$ cat config.mk
export PLATFORM = sky130hd
export DESIGN_NAME = sync_serial_port
export DESIGN_NICKNAME = d
export VERILOG_FILES = /design/src/verilog/sync_port_pkg.sv /design/src/verilog/baud_if.sv /design/src/verilog/sync_serial_port.sv /design/src/verilog/baud_gen.sv
export SDC_FILE = /design/constraint.sdc
export NUM_CORES = 1
export LEC_CHECK = 0
export ABC_AREA = 0
export BUFFER_PORTS_ARGS = -buffer_cell sky130_fd_sc_hd__buf_2
export CORE_UTILIZATION = 30
export DETAILED_ROUTE_END_ITERATION = 12
export PLACE_DENSITY = 0.59
export SYNTH_ARGS = -nofsm -noshare
export SYNTH_HDL_FRONTEND = slang
export SYNTH_HIERARCHICAL = 1
export SYNTH_SLANG_ARGS = --single-unit
$ cat constraint.sdc
create_clock -name ref_clk -period 3.9 [get_ports ref_clk]
set_clock_uncertainty 0.15 [all_clocks]
set_input_delay 0.78 -clock ref_clk [delete_from_list [all_inputs] [get_ports ref_clk]]
set_output_delay 0.78 -clock ref_clk [all_outputs]
set_load 0.005 [all_outputs]
$ cat src/verilog/sync_port_pkg.sv
package sync_port_pkg;
    // ****************************************
    // Sizes
    // ****************************************
    localparam int DATA_W = 16;
    localparam int BAUD_W = 16;

    // ****************************************
    // Register offsets (byte addresses, one word each)
    // ****************************************
    localparam logic [7:0] OFS_CTRL = 8'h00;
    localparam logic [7:0] OFS_BAUD = 8'h04;
    localparam logic [7:0] OFS_TXB = 8'h08;
    localparam logic [7:0] OFS_RXB = 8'h0C;

    // ****************************************
    // Field positions of port_control_register
    // ****************************************
    localparam int BIT_EN = 15;
    localparam int BIT_MS = 14;
    localparam int BIT_BUSY = 12;
    localparam int BIT_TXFULL = 8;
    localparam int BIT_DRV = 7;
    localparam int BIT_PO = 6;
    localparam int BIT_PH = 5;
    localparam int BIT_HB = 4;
    localparam int BM_LSB = 0;

    // ****************************************
    // Reset values
    // ****************************************
    localparam logic [15:0] BAUD_RESET = 16'h0000;
    localparam logic [15:0] TXB_RESET = 16'h0000;
    localparam logic [3:0] WIDTH_RESET = 4'h0;
    localparam logic [4:0] EDGE_RESET = 5'h00;
    localparam logic [4:0] EDGE_ONE = 5'h01;

    // ****************************************
    // Shift engine states
    // ****************************************
    typedef enum logic [1:0] {ST_IDLE, ST_LOADED, ST_RUN} shift_state_e;
endpackage : sync_port_pkg

$ cat src/verilog/baud_if.sv
interface baud_if;
    logic run;
    logic [15:0] reload;
    logic tick;
    logic [15:0] count;
    modport gen (input run, input reload, output tick, output count);
    modport user (output run, output reload, input tick, input count);
endinterface : baud_if

$ cat src/verilog/sync_serial_port.sv
// Functional notes
// - Enabled master drives clock at idle polarity
// - Master data output holds last bit
// - Master starts first bit on next tick
// - Shift out one edge, latch other edge
// - Frame end copies to receive buffer, pulses
// - Slave presents first bit on load immediately
// - Slave busy only from first clock edge
// - Every frame sent also yields received frame
// - Own outgoing bits captured on data input
// - Reloaded buffer continues with no gap
// - Sixteen-bit down-counter with reload
// - Disabled: baud register is reload value
// - Enabled: baud register reads live count
// - Enable loads timer and starts counting
// - Rate is clock over two times reload+1
// - Width field plus one bits, zero reserved
// - Bit order select, data right-aligned
// - Polarity sets idle, phase picks edges
// - Busy clears with receive load if empty
//
// Chosen here: the address map and the APB interface to the registers.
module sync_serial_port
    import sync_port_pkg::*;
(
    input wire logic ref_clk,
    input wire logic sys_rst,
    input wire logic psel,
    input wire logic penable,
    input wire logic pwrite,
    input wire logic [7:0] paddr,
    input wire logic [31:0] pwdata,
    output logic [31:0] prdata,
    output logic pready,
    output logic pslverr,
    input wire logic generated_shift_clock_in,
    output logic generated_shift_clock_out,
    output logic generated_shift_clock_oe,
    input wire logic master_out_slave_in_line_in,
    output logic master_out_slave_in_line_out,
    output logic master_out_slave_in_line_oe,
    input wire logic master_in_slave_out_line_in,
    output logic master_in_slave_out_line_out,
    output logic master_in_slave_out_line_oe,
    output logic receive_irq_line,
    output logic transmit_irq_line
);
    // ****************************************
    // Declarations
    // ****************************************
    logic en_ff, ms_ff, po_ff, ph_ff, hb_ff, drv_ff;
    logic [3:0] bm_ff;
    logic [15:0] reload_ff, txb_ff, rxb_ff, sr_ff;
    logic txfull_ff, busy_ff;
    shift_state_e st_ff;
    logic [4:0] edge_ff;
    logic sclk_ff, dout_ff;
    logic sync1_ff, sync2_ff, sync3_ff;
    logic rx_irq_ff, tx_irq_ff;
    logic sclk_oe_ff, mosi_oe_ff, miso_oe_ff;
    logic [31:0] prdata_ff;
    logic pready_ff, pslverr_ff;
    logic [31:0] rd_data;
    logic mapped;
    baud_if bif ();

    // First bit to send: MSB of the selected width or bit 0
    function automatic logic first_bit(input logic [15:0] v, input logic hb,
                                       input logic [3:0] bm);
        first_bit = hb ? v[bm] : v[0];
    endfunction : first_bit

    // Shift one bit in; data stays right-aligned in either order
    function automatic logic [15:0] shift_in(input logic [15:0] v, input logic b,
                                             input logic hb, input logic [3:0] bm);
        logic [15:0] r;
        r = '0;
        if (hb) begin
            r = {v[14:0], b};
        end else begin
            r = {1'b0, v[15:1]};
            r[bm] = b;
        end
        shift_in = r;
    endfunction : shift_in

    // ****************************************
    // Baudrate generator
    // ****************************************
    assign bif.run = en_ff;
    assign bif.reload = reload_ff;

    baud_gen u_baud (
        .ref_clk(ref_clk),
        .sys_rst(sys_rst),
        .bus(bif.gen)
    );

    // ****************************************
    // APB slave
    // ****************************************
    wire setup = psel & ~penable;
    wire wr_acc = psel & penable & pready_ff & pwrite;
    // Read mux; the baud word shows the live count only while running
    always_comb begin
        rd_data = 32'h0000_0000;
        mapped = 1'b1;
        case (paddr)
            OFS_CTRL: begin
                rd_data[BIT_EN] = en_ff;
                rd_data[BIT_MS] = ms_ff;
                rd_data[BIT_BUSY] = busy_ff;
                rd_data[BIT_TXFULL] = txfull_ff;
                rd_data[BIT_DRV] = drv_ff;
                rd_data[BIT_PO] = po_ff;
                rd_data[BIT_PH] = ph_ff;
                rd_data[BIT_HB] = hb_ff;
                rd_data[BM_LSB +: 4] = bm_ff;
            end
            OFS_BAUD: rd_data[15:0] = en_ff ? bif.count : reload_ff;
            OFS_TXB: rd_data[15:0] = txb_ff;
            OFS_RXB: rd_data[15:0] = rxb_ff;
            default: mapped = 1'b0;
        endcase
    end
    // One wait-free access phase: answer is prepared during setup
    always_ff @(posedge ref_clk or posedge sys_rst) begin
        if (sys_rst) begin
            prdata_ff <= 32'h0000_0000;
            pready_ff <= 1'b0;
            pslverr_ff <= 1'b0;
        end else begin
            pready_ff <= setup;
            pslverr_ff <= setup & ~mapped;
            if (setup) begin
                prdata_ff <= pwrite ? 32'h0000_0000 : rd_data;
            end
        end
    end
    // Control word: polarity, phase, bit order and width only change while disabled
    always_ff @(posedge ref_clk or posedge sys_rst) begin
        if (sys_rst) begin
            en_ff <= 1'b0;
            ms_ff <= 1'b0;
            po_ff <= 1'b0;
            ph_ff <= 1'b0;
            hb_ff <= 1'b0;
            drv_ff <= 1'b0;
            bm_ff <= WIDTH_RESET;
        end else if (wr_acc && paddr == OFS_CTRL) begin
            if (!en_ff) begin
                po_ff <= pwdata[BIT_PO];
                ph_ff <= pwdata[BIT_PH];
                hb_ff <= pwdata[BIT_HB];
                bm_ff <= pwdata[BM_LSB +: 4];
            end
            en_ff <= pwdata[BIT_EN];
            ms_ff <= pwdata[BIT_MS];
            drv_ff <= pwdata[BIT_DRV];
        end
    end
    // Reload register; writes while enabled are dropped to protect the count
    always_ff @(posedge ref_clk or posedge sys_rst) begin
        if (sys_rst) begin
            reload_ff <= BAUD_RESET;
        end else if (wr_acc && paddr == OFS_BAUD && !en_ff) begin
            reload_ff <= pwdata[15:0];
        end
    end

    // ****************************************
    // Shift engine
    // ****************************************
    // Slave clock is brought into the module clock domain before edge detection
    always_ff @(posedge ref_clk or posedge sys_rst) begin
        if (sys_rst) begin
            sync1_ff <= 1'b0;
            sync2_ff <= 1'b0;
            sync3_ff <= 1'b0;
        end else begin
            sync1_ff <= generated_shift_clock_in;
            sync2_ff <= sync1_ff;
            sync3_ff <= sync2_ff;
        end
    end
    wire slave_edge = en_ff & ~ms_ff & (sync2_ff ^ sync3_ff);
    wire master_step = en_ff & ms_ff & (st_ff == ST_RUN) & bif.tick;
    wire master_start = en_ff & ms_ff & (st_ff == ST_LOADED) & bif.tick;
    wire step = master_step | slave_edge;
    wire last_edge = (edge_ff == {bm_ff, 1'b1});
    wire is_latch = ph_ff ? edge_ff[0] : ~edge_ff[0];
    wire is_present = ph_ff ? ~edge_ff[0] : (edge_ff[0] & ~last_edge);
    wire frame_end = step & last_edge;
    wire load_now = en_ff & txfull_ff & (((st_ff == ST_IDLE) & ~step) | frame_end);
    // Master listens on its input line, slave on the master output line
    wire din = ms_ff ? master_in_slave_out_line_in : master_out_slave_in_line_in;
    // State and edge counter; a reload at frame end goes straight on
    always_ff @(posedge ref_clk or posedge sys_rst) begin
        if (sys_rst) begin
            st_ff <= ST_IDLE;
            edge_ff <= EDGE_RESET;
        end else if (!en_ff) begin
            st_ff <= ST_IDLE;
            edge_ff <= EDGE_RESET;
        end else begin
            case (st_ff)
                ST_IDLE, ST_LOADED, ST_RUN: begin
                    if (frame_end) begin
                        st_ff <= txfull_ff ? ST_RUN : ST_IDLE;
                        edge_ff <= EDGE_RESET;
                    end else if (step) begin
                        st_ff <= ST_RUN;
                        edge_ff <= 5'(edge_ff + EDGE_ONE);
                    end else if (master_start) begin
                        st_ff <= ST_RUN;
                        edge_ff <= ph_ff ? EDGE_ONE : EDGE_RESET;
                    end else if (load_now) begin
                        st_ff <= ST_LOADED;
                    end
                end
                default: begin
                    st_ff <= ST_IDLE;
                    edge_ff <= EDGE_RESET;
                end
            endcase
        end
    end
    // Shift register: latch edges move the line bit in as the old bit leaves
    always_ff @(posedge ref_clk or posedge sys_rst) begin
        if (sys_rst) begin
            sr_ff <= TXB_RESET;
        end else if (load_now) begin
            sr_ff <= txb_ff;
        end else if (step && is_latch) begin
            sr_ff <= shift_in(sr_ff, din, hb_ff, bm_ff);
        end
    end
    // Receive buffer always updated, valid data or not
    always_ff @(posedge ref_clk or posedge sys_rst) begin
        if (sys_rst) begin
            rxb_ff <= TXB_RESET;
        end else if (frame_end) begin
            rxb_ff <= ph_ff ? shift_in(sr_ff, din, hb_ff, bm_ff) : sr_ff;
        end
    end
    // Transmit buffer and its full flag; a new write beats the move out
    always_ff @(posedge ref_clk or posedge sys_rst) begin
        if (sys_rst) begin
            txb_ff <= TXB_RESET;
            txfull_ff <= 1'b0;
        end else if (wr_acc && paddr == OFS_TXB) begin
            txb_ff <= pwdata[15:0];
            txfull_ff <= 1'b1;
        end else if (load_now) begin
            txfull_ff <= 1'b0;
        end
    end
    // Data output; held between frames so the line never glitches
    always_ff @(posedge ref_clk or posedge sys_rst) begin
        if (sys_rst) begin
            dout_ff <= 1'b0;
        end else if (load_now && (!ms_ff || (frame_end && !ph_ff))) begin
            dout_ff <= first_bit(txb_ff, hb_ff, bm_ff);
        end else if (master_start || (step && is_present && !frame_end)) begin
            dout_ff <= first_bit(sr_ff, hb_ff, bm_ff);
        end
    end
    // Busy: a slave waits for the first clock edge before showing it
    always_ff @(posedge ref_clk or posedge sys_rst) begin
        if (sys_rst) begin
            busy_ff <= 1'b0;
        end else if (!en_ff) begin
            busy_ff <= 1'b0;
        end else if (frame_end) begin
            busy_ff <= txfull_ff;
        end else if (step || master_start) begin
            busy_ff <= 1'b1;
        end
    end
    // Master clock: idle level when not shifting, toggled on each running tick and, with phase set, on the start tick
    always_ff @(posedge ref_clk or posedge sys_rst) begin
        if (sys_rst) begin
            sclk_ff <= 1'b0;
        end else if (!en_ff || !ms_ff || st_ff == ST_IDLE) begin
            sclk_ff <= po_ff;
        end else if (master_step || (master_start && ph_ff)) begin
            sclk_ff <= ~sclk_ff;
        end
    end
    // Interrupt request pulses and pin enables
    always_ff @(posedge ref_clk or posedge sys_rst) begin
        if (sys_rst) begin
            rx_irq_ff <= 1'b0;
            tx_irq_ff <= 1'b0;
            sclk_oe_ff <= 1'b0;
            mosi_oe_ff <= 1'b0;
            miso_oe_ff <= 1'b0;
        end else begin
            rx_irq_ff <= frame_end;
            tx_irq_ff <= load_now;
            sclk_oe_ff <= en_ff & ms_ff;
            mosi_oe_ff <= en_ff & ms_ff;
            miso_oe_ff <= en_ff & ~ms_ff & drv_ff;
        end
    end
    assign prdata = prdata_ff;
    assign pready = pready_ff;
    assign pslverr = pslverr_ff;
    assign generated_shift_clock_out = sclk_ff;
    assign generated_shift_clock_oe = sclk_oe_ff;
    assign master_out_slave_in_line_out = dout_ff;
    assign master_out_slave_in_line_oe = mosi_oe_ff;
    assign master_in_slave_out_line_out = dout_ff;
    assign master_in_slave_out_line_oe = miso_oe_ff;
    assign receive_irq_line = rx_irq_ff;
    assign transmit_irq_line = tx_irq_ff;
endmodule : sync_serial_port

$ cat src/verilog/baud_gen.sv
module baud_gen
    import sync_port_pkg::*;
(
    input wire logic ref_clk,
    input wire logic sys_rst,
    baud_if.gen bus
);
    logic [BAUD_W-1:0] count_ff;

    // Down-counter: held at reload while stopped so enabling starts at once
    always_ff @(posedge ref_clk or posedge sys_rst) begin
        if (sys_rst) begin
            count_ff <= BAUD_RESET;
        end else if (!bus.run) begin
            count_ff <= bus.reload;
        end else if (count_ff == '0) begin
            count_ff <= bus.reload;
        end else begin
            count_ff <= count_ff - 16'h0001;
        end
    end

    // One tick every reload+1 cycles; two ticks make one shift clock period
    assign bus.tick = bus.run & (count_ff == '0);
    assign bus.count = count_ff;
endmodule : baud_gen

### Word-level counts from Yosys, hierarchy flattened

Index checks and enable logic that the tools add are counted.

* div/mod/pow operators: 0
* bitwise logic cells: 30
* add/subtract/negate cells: 2
* magnitude comparators: 2
* multiplexer cells: 48
* reductions and logical operators: 31
* equal/unequal tests: 9
* shift-type cells: 0
* multipliers: 0

Operators by type and width (count)
* $mux 16: 8
* $pmux 9 s4: 1
* $mux 5: 5
* $and 1x1->1: 19
* $mux 1: 19
* $bwmux 16: 1
* $eq 8x4->1 const B: 2
* $logic_not 16->1: 1
* $sub 16x1->16 const B: 1
* $mux 2: 7
* $logic_and 1x1->1: 11
* $pmux 3 s3: 1
* $bmux 1 s4: 2
* $eq 8x3->1 const B: 1
* $logic_not 8->1: 1
* $not 1->1: 8
* $pmux 2 s4: 1
* $reduce_bool 2->1: 4
* $logic_or 1x1->1: 6
* $ne 6x6->1 const B: 1
* $add 5x1->5 const B: 1
* $eq 5x5->1: 1
* $lt 4x5->1 const B: 1
* $ne 5x5->1 const B: 1
* other kinds (14): 18

* RAM bits: 0
* logic and storage cells: 150
* memory bits (read-only): 0
* input bits: 48
* latch bits: 0
* memories kept: 0
* register bits: 142

### Depth between registers and ports, before layout

Gate-level depths: netlist of the first run.

* depth after elaboration: 14
* mapped depth: 11
* mapped depth without buffers: 10

### By module

The synthesis of the first run kept the hierarchy.

Modules (own cells, without submodules)
* sync_serial_port: sequential area each 2752.6 µm², instances 1, area an instance 6165.9 µm², cells each 523
* baud_gen: sequential area each 400.4 µm², instances 1, area an instance 920.9 µm², cells each 97

### Worst setup path after synthesis of the first run

No wires, ideal clock.

* kind: register -> register
* from: register u_baud.count_ff[0] (netlist: u_baud/bus.count[0])
* to: register sr_ff[0]
* stages on the path, launching flop included: 12
* library setup time: 0.125 ns
* period minus slack after synthesis: 3.203 ns
* data arrival time: 2.928 ns
* setup slack: 0.697 ns
* path through: dfrtp_1 -> inv_1 -> ha_1 -> or4b_2 -> nor4_1 -> and2_1 -> a2bb2oi_2 -> or4_4 -> and2_4 -> buf_6 -> buf_6 -> mux2_4

* longest elaborated chain between the ends: 9
* elaborated cells between the ends (all ways): 12
* those cells by class: mux: 1; bitwise: 8; reduce/logical: 3

RTL lines
* from (decl): RTL line baud_gen.sv:8 `logic [BAUD_W-1:0] count_ff;`
* from (signal assigned): RTL line baud_gen.sv:15 `count_ff <= bus.reload;`
* from (signal assigned): RTL line baud_gen.sv:17 `count_ff <= bus.reload;`
* from (signal assigned): RTL line baud_gen.sv:19 `count_ff <= count_ff - 16'h0001;`
* $logic_not 16->1 (*): RTL line baud_gen.sv:24 `assign bus.tick = bus.run & (count_ff == '0);`
* $and 1x1->1 (*): RTL line baud_gen.sv:24
* net bif.tick: RTL line baud_if.sv:4 `logic tick;`
* $and 1x1->1 (*): RTL line sync_serial_port.sv:187 `wire master_step = en_ff & ms_ff & (st_ff == ST_RUN) & bif.tick;`
* $or 1x1->1 (*): RTL line sync_serial_port.sv:189 `wire step = master_step | slave_edge;`
* $not 1->1: RTL line sync_serial_port.sv:194 `wire load_now = en_ff & txfull_ff & (((st_ff == ST_IDLE) & ~step) | frame_end);`
* $and 1x1->1: RTL line sync_serial_port.sv:194
* $or 1x1->1: RTL line sync_serial_port.sv:194
* $and 1x1->1: RTL line sync_serial_port.sv:194
* $mux 16 / $reduce_bool 2->1 (equally long branches)
* to (signal assigned): RTL line sync_serial_port.sv:233 `sr_ff <= txb_ff;`
* to (signal assigned): RTL line sync_serial_port.sv:235 `sr_ff <= shift_in(sr_ff, din, hb_ff, bm_ff);`
* to (decl): RTL line sync_serial_port.sv:53 `logic [15:0] reload_ff, txb_ff, rxb_ff, sr_ff;`

The timed path passes the listed nets; every way through them passes the cells marked *.
A chain may end at the register's enable or synchronous reset.

### Final worst setup path of the first run

* from: register u_baud.count_ff[0] (netlist: u_baud/bus.count[0])
* to: register sr_ff[4]

Same word-level chain as after synthesis.

==> results of run 1 <==
-- per-layer routing --
layer  part of all wire  vias to the layer above  global-route usage
li1                   -                     2362                   -
met1               0.49                     2518               0.232
met2               0.44                      154               0.234
met3              0.064                       12              0.0431
met4             0.0085                        0              0.0453
met5                  0                        -                   0
-- synth_stat cells, drive strengths merged, types with 3 or more instances --
library cell    n  share of area
nor2b           3         0.0026
clkbuf         24          0.013
xor2           11          0.014
nor3b           3         0.0039
o21ai          50          0.035
a21oi           7         0.0049
dfrtp         126           0.44
nor4            8         0.0088
or4             5         0.0069
nor4b           4         0.0049
mux2           86           0.14
a21o            4         0.0042
nand3           5         0.0035
a22o           21          0.026
inv            13         0.0069
nor2           21          0.011
o31a            3         0.0037
nand4           6         0.0053
a31oi           5         0.0044
nand4b          5         0.0062
mux2i          38          0.054
buf            36          0.035
nor3            7         0.0049
o31ai           3         0.0032
xnor2          10          0.012
mux4           18          0.057
nand2          57          0.030
ha              3         0.0053
nor4bb          6         0.0085
nand2b          3         0.0026
-- stage by stage --
step | total power, uW | setup slack [ns] | hold WS, ns | area [um2]
global placement | 1480 | 0.458 | 0.186 | 7660
finish | 3020 | 0.387 | 0.203 | 8250
CTS | 3050 | 0.427 | 0.209 | 8250
global route | 3130 | 0.264 | 0.214 | 8250
detailed placement | 1480 | 0.426 | 0.189 | 7660
floorplan | 1430 | 0.0677 | 0.181 | 7140
-- final timing paths --
kind / start / endpoint / slack [ns] / cells past startpoint
hold reg to reg: sync1_ff / sync2_ff / 0.20 / 0
min in group asynchronous: sys_rst / u_baud/bus.count[1] / 0.34 / 2
max in group asynchronous: sys_rst / rxb_ff[15] / 2.48 / 3
setup reg to reg: u_baud/bus.count[0] / sr_ff[4] / 0.39 / 10
hold / removal: sync1_ff / sync2_ff / 0.20 / 0
setup / recovery: u_baud/bus.count[0] / sr_ff[4] / 0.39 / 10
-- sequential cells by signal, indices dropped and copies added, names as in the netlist, 2 cells and up --
name and count:
st_ff 2, bm_ff 4, txb_ff 16, edge_ff 5, u_baud/bus.count 16, sr_ff 16, bif.reload 16, prdata 16
rxb_ff 16
-- final cells by class --
cell class | instances | area (um2) | area share
timing repair buffer | 77 | 460 | 0.0558
clock buffer | 21 | 480 | 0.0582
multi-input combinational | 436 | 3610 | 0.437
clock inverter | 11 | 108 | 0.0130
inverter | 13 | 51.3 | 0.00622
sequential | 126 | 3150 | 0.382
tap | 313 | 392 | 0.0475
-- placed cells by master (no fill, tap or decap), types with 3 or more instances in the layout --
master / n
nor2b_1: 3
nand4_1: 6
a31oi_1: 5
dfrtp_1: 126
nor4bb_1: 6
conb_1: 16
o21ai_0: 50
mux2i_1: 38
nor2_1: 21
xnor2_1: 10
nand4b_1: 5
buf_2: 57
xor2_1: 11
a21oi_1: 7
nor4_1: 6
or4_4: 3
clkinvlp_4: 5
nor3_1: 6
clkbuf_8: 4
ha_1: 3
mux2_2: 77
a21o_1: 4
o31a_1: 3
nand2b_1: 3
nor4b_1: 4
mux2_4: 7
nand3_1: 5
inv_1: 12
clkbuf_16: 17
o31ai_1: 3
nand2_1: 57
buf_4: 18
mux4_2: 18
a22o_1: 21
-- worst max-delay path: stages (launching register included) --
cell and delay [ns]:
dfrtp_1 0.42, inv_1 0.10, ha_1 0.13, or4b_2 0.66, nor4_1 0.35, buf_4 0.20, and2_1 0.16, a2bb2oi_2 0.12
or4_4 0.50, and2_4 0.27, mux2_4 0.33
-- power by group through the flow --
| stage | sequential, uW | combinational, uW | clock, uW |
|---|---|---|---|
| 2_1_floorplan | 1340 | 89.4 | 0 |
| 3_3_place_gp | 1340 | 132 | 0 |
| 3_5_place_dp | 1340 | 132 | 0 |
| 4_1_cts | 1320 | 133 | 1590 |
| 5_1_grt | 1320 | 146 | 1660 |
| 6_report | 1320 | 130 | 1570 |
-- logic make-up after synthesis --
group / after synthesis / share of synthesized area
compound gates: 110 / 0.105
fa+ha+maj: 3 / 0.00530
other cells: 1 / 0.000529
flops: 126 / 0.445
mux: 142 / 0.251
simple gates: 144 / 0.112
buf+inv: 73 / 0.0549
xor+xnor: 21 / 0.0260
==> flow_metrics.tcl, run 1 <==
set metrics [dict create \
    tritoncts "done" \
    place.gp.congestion 0.804 \
    rsz0062_at_grt "false" \
    dr.first_iter.drc_count 426 \
    die_area_um2 24200 \
    fin_crit_ns 3.51 \
    ys_warn_count 6 \
    clk_path_buf_depth 2 \
    worstSkewPairLatency_ns 0.43 \
    power_switching_uw 709 \
    cts_root_buffer "clkbuf_16" \
    hold_path.class "reg -> reg" \
    synthCells 620 \
    synth_seq_area_share 0.445 \
    port_buffers 57 \
    wirelength_mm 18.4 \
    drt_first_pass_iters 5 \
    syn_area_um2 7090 \
    grt.total_usage 0.161 \
    relSlewSlack 0.233 \
    syn_avg_cell_area_um2 11.4 \
    cts_setup_buffers 0 \
    p_int_uw 2310 \
    die-width_um 156 \
    ant_nets 0 \
    clk_pin_slew_ns 0.06 \
    synth_enable_flop_cells 0 \
    cp-start-kind "flip-flop" \
    ir_worst_vdd_uv 252 \
    fin_util 0.360 \
    antenna_cells 0 \
    hold_buffers 0 \
    num_vias 5046 \
    dpl.hpwl_mm 12.7 \
    drv_cap 0 \
    area_growth_pct 16.4 \
    cts_resized 0 \
    hold_viol 0 \
    first_global_vias 4869 \
    fin_tns_setup_ns 0 \
    die_y_um 156 \
    grt-ovfl-total 0 \
    htree_num_levels 4 \
    async_flop_share 1.00 \
    grt_max_degree 57 \
    wl_per_cell_um 18.5 \
    crit_arrival_ns 3.68 \
    critPathKind "reg -> reg" \
    cts_buffers 17 \
    worst-path-max-fanout 19 \
    p_comb_frac 0.043 \
    grt_first_pass_wirelength_mm 29.1 \
    clock_power_share 0.519 \
    clock-sinks 126 \
    core_area_um2 22900 \
    fin_cells 997 \
    viasPerCell 5.06 \
    final_max_slew_viol_count 0 \
    setup_viol 0 \
    initial_core_util 0.309 \
    crit_path_end_kind "flip-flop" \
    fmax_mhz 285 \
    drc 0 \
    power.density_nw_per_um2 366 \
    rows 55 \
    status "complete, no violations" \
    p_leak_uw 0.00384 \
    synth_ff_type "dfrtp_1" \
    drive_gt1_frac 0.329 \
    dp_cells 965 \
    synth_cell_types 65 \
    io-pin-count 90 \
    n_fill_cell 2302 \
    antenna_found_initial 0 \
    crit_required_ns 4.06 \
    power_frac_seq 0.438 \
    ys_seq_elements 126 \
    fin_nets 722 \
    min_period_over_period 0.901 \
    tightest_slew_ns 1.15 \
    p_sw_frac 0.235 \
]
(Power assumes the default switching activity.)
==> inputs of run 2 (changes only) <==
--- a/config.mk
+++ b/config.mk
@@ -8,6 +8,7 @@
 export ABC_AREA = 0
 export BUFFER_PORTS_ARGS = -buffer_cell sky130_fd_sc_hd__buf_2
 export CORE_UTILIZATION = 30
+export CTS_BUF_LIST = sky130_fd_sc_hd__clkbuf_16
 export DETAILED_ROUTE_END_ITERATION = 12
 export PLACE_DENSITY = 0.59
 export SYNTH_ARGS = -nofsm -noshare
==> flow_metrics.tcl, run 2 (synthesis results as in run 1) <==
set metrics [dict create \
    r2r_end "sr_ff[4]" \
    ant_nets 0 \
    tightest_slew_ns 1.18 \
    num_vias 5043 \
    ir_worst_vdd_uv 250 \
    die_y_um 156 \
    crit_path_end_kind "flip-flop" \
    crit_required_ns 4.06 \
    fin_crit_ns 3.52 \
    power.density_nw_per_um2 357 \
    tritoncts "done" \
    worst-path-max-fanout 19 \
    r2r-start "u_baud/bus.count[0]" \
    relSlewSlack 0.214 \
    drt_first_pass_iters 5 \
    fin_tns_setup_ns 0 \
    io-pin-count 90 \
    crit_arrival_ns 3.68 \
    grt_max_degree 57 \
    place.gp.congestion 0.804 \
    p_leak_uw 0.00382 \
    final_common_cell "dfrtp_1" \
    hold_viol 0 \
    cts_root_buffer "clkbuf_16" \
    area_growth_pct 15.9 \
    cts_setup_buffers 0 \
    cts_resized 0 \
    drive_gt1_frac 0.323 \
    hold_buffers 0 \
    critPathKind "reg -> reg" \
    drc 0 \
    fmax_mhz 284 \
    r2r_slack_ns 0.38 \
    clk_path_buf_depth 2 \
    die-width_um 156 \
    antenna_found_initial 0 \
    drv_cap 0 \
    wl_per_cell_um 18.5 \
    clock-sinks 126 \
    dr.first_iter.drc_count 452 \
    final_max_slew_viol_count 0 \
    wirelength_mm 18.4 \
    cp-start-kind "flip-flop" \
    htree_num_levels 4 \
    hold-worst-slack_ns 0.203 \
    min_period_over_period 0.902 \
    rsz0062_at_grt "false" \
    dpl.hpwl_mm 12.7 \
    clk_pin_slew_ns 0.06 \
    port_buffers 57 \
    status "complete, no violations" \
    antenna_cells 0 \
    rows 55 \
    grt-ovfl-total 0 \
    core_area_um2 22900 \
    die_area_um2 24200 \
    fin_nets 722 \
    hp-start "sync1_ff" \
    ff2ff_path_depth 10 \
    worstSkewPairLatency_ns 0.43 \
    initial_core_util 0.309 \
    first_global_vias 4864 \
    cts_buffers 17 \
    grt.total_usage 0.161 \
    viasPerCell 5.06 \
    grt_first_pass_wirelength_mm 29.1 \
    setup_viol 0 \
    whs_path_depth 0 \
    min_to "sync2_ff" \
    hold_path.class "reg -> reg" \
    final_cell_mix "126 x dfrtp_1, 77 x mux2_2, 57 x nand2_1, 57 x buf_2, 50 x o21ai_0" \
]
-- run 2: cell count changes in the layout (fill, tap and decap cells not counted) --
cell / change
clkbuf_8: -4
clkinv_1: +4
-- run 2: final cells by class --
cell class | count | area (um2)
inverter | 13 | 51.3
fill | 2311 | 14700
clock buffer | 17 | 425
sequential | 126 | 3150
tap | 313 | 392
multi-input combinational | 436 | 3610
timing repair buffer | 77 | 460
clock inverter | 15 | 123
-- run 2: worst max-delay path by stage --
stage	end	from	cells past startpoint	slack (ns)
after CTS	sr_ff[0]	u_baud/bus.count[0]	10	0.43
after floorplan	bif.reload[0]	sys_rst	1	0.07
after detailed placement	sr_ff[0]	u_baud/bus.count[0]	10	0.43
after global routing	sr_ff[5]	u_baud/bus.count[0]	10	0.26
after global placement	sr_ff[3]	u_baud/bus.count[0]	10	0.46
final	sr_ff[4]	u_baud/bus.count[0]	10	0.38
-- run 2: per-stage QoR --
stage                     utilization  setup slack, ns  area (um2)  total power, uW  std cells
final                           0.358            0.381        8210             2930        997
after CTS                       0.358            0.427        8210             2960        997
after global routing            0.358            0.264        8210             3040        997
after global placement          0.334            0.458        7660             1480        965
after floorplan                     -           0.0677        7140             1430        635
after detailed placement        0.334            0.426        7660             1480        965
-- run 2: power by group --
| group | switching [uW] | internal [uW] | total, uW |
|---|---|---|---|
| clock | 614 | 869 | 1480 |
| sequential | 7.10 | 1310 | 1320 |
| combinational | 83.3 | 46.5 | 130 |
| total | 705 | 2230 | 2930 |
-- run 2: worst max-delay path, cell delays in order (launching register included) --
cell and delay [ns]:
dfrtp_1 0.42, inv_1 0.10, ha_1 0.13, or4b_2 0.66, nor4_1 0.35, buf_4 0.20, and2_1 0.16, a2bb2oi_2 0.12
or4_4 0.51, and2_4 0.27, mux2_4 0.33
-- run 2: per-layer routing --
metal	vias to the layer above	track usage	wire length, um
met1	2513	0.232	9110
met5	-	0	0
met2	151	0.235	8040
met4	0	0.0453	158
met3	12	0.0431	1090
li1	2367	-	-
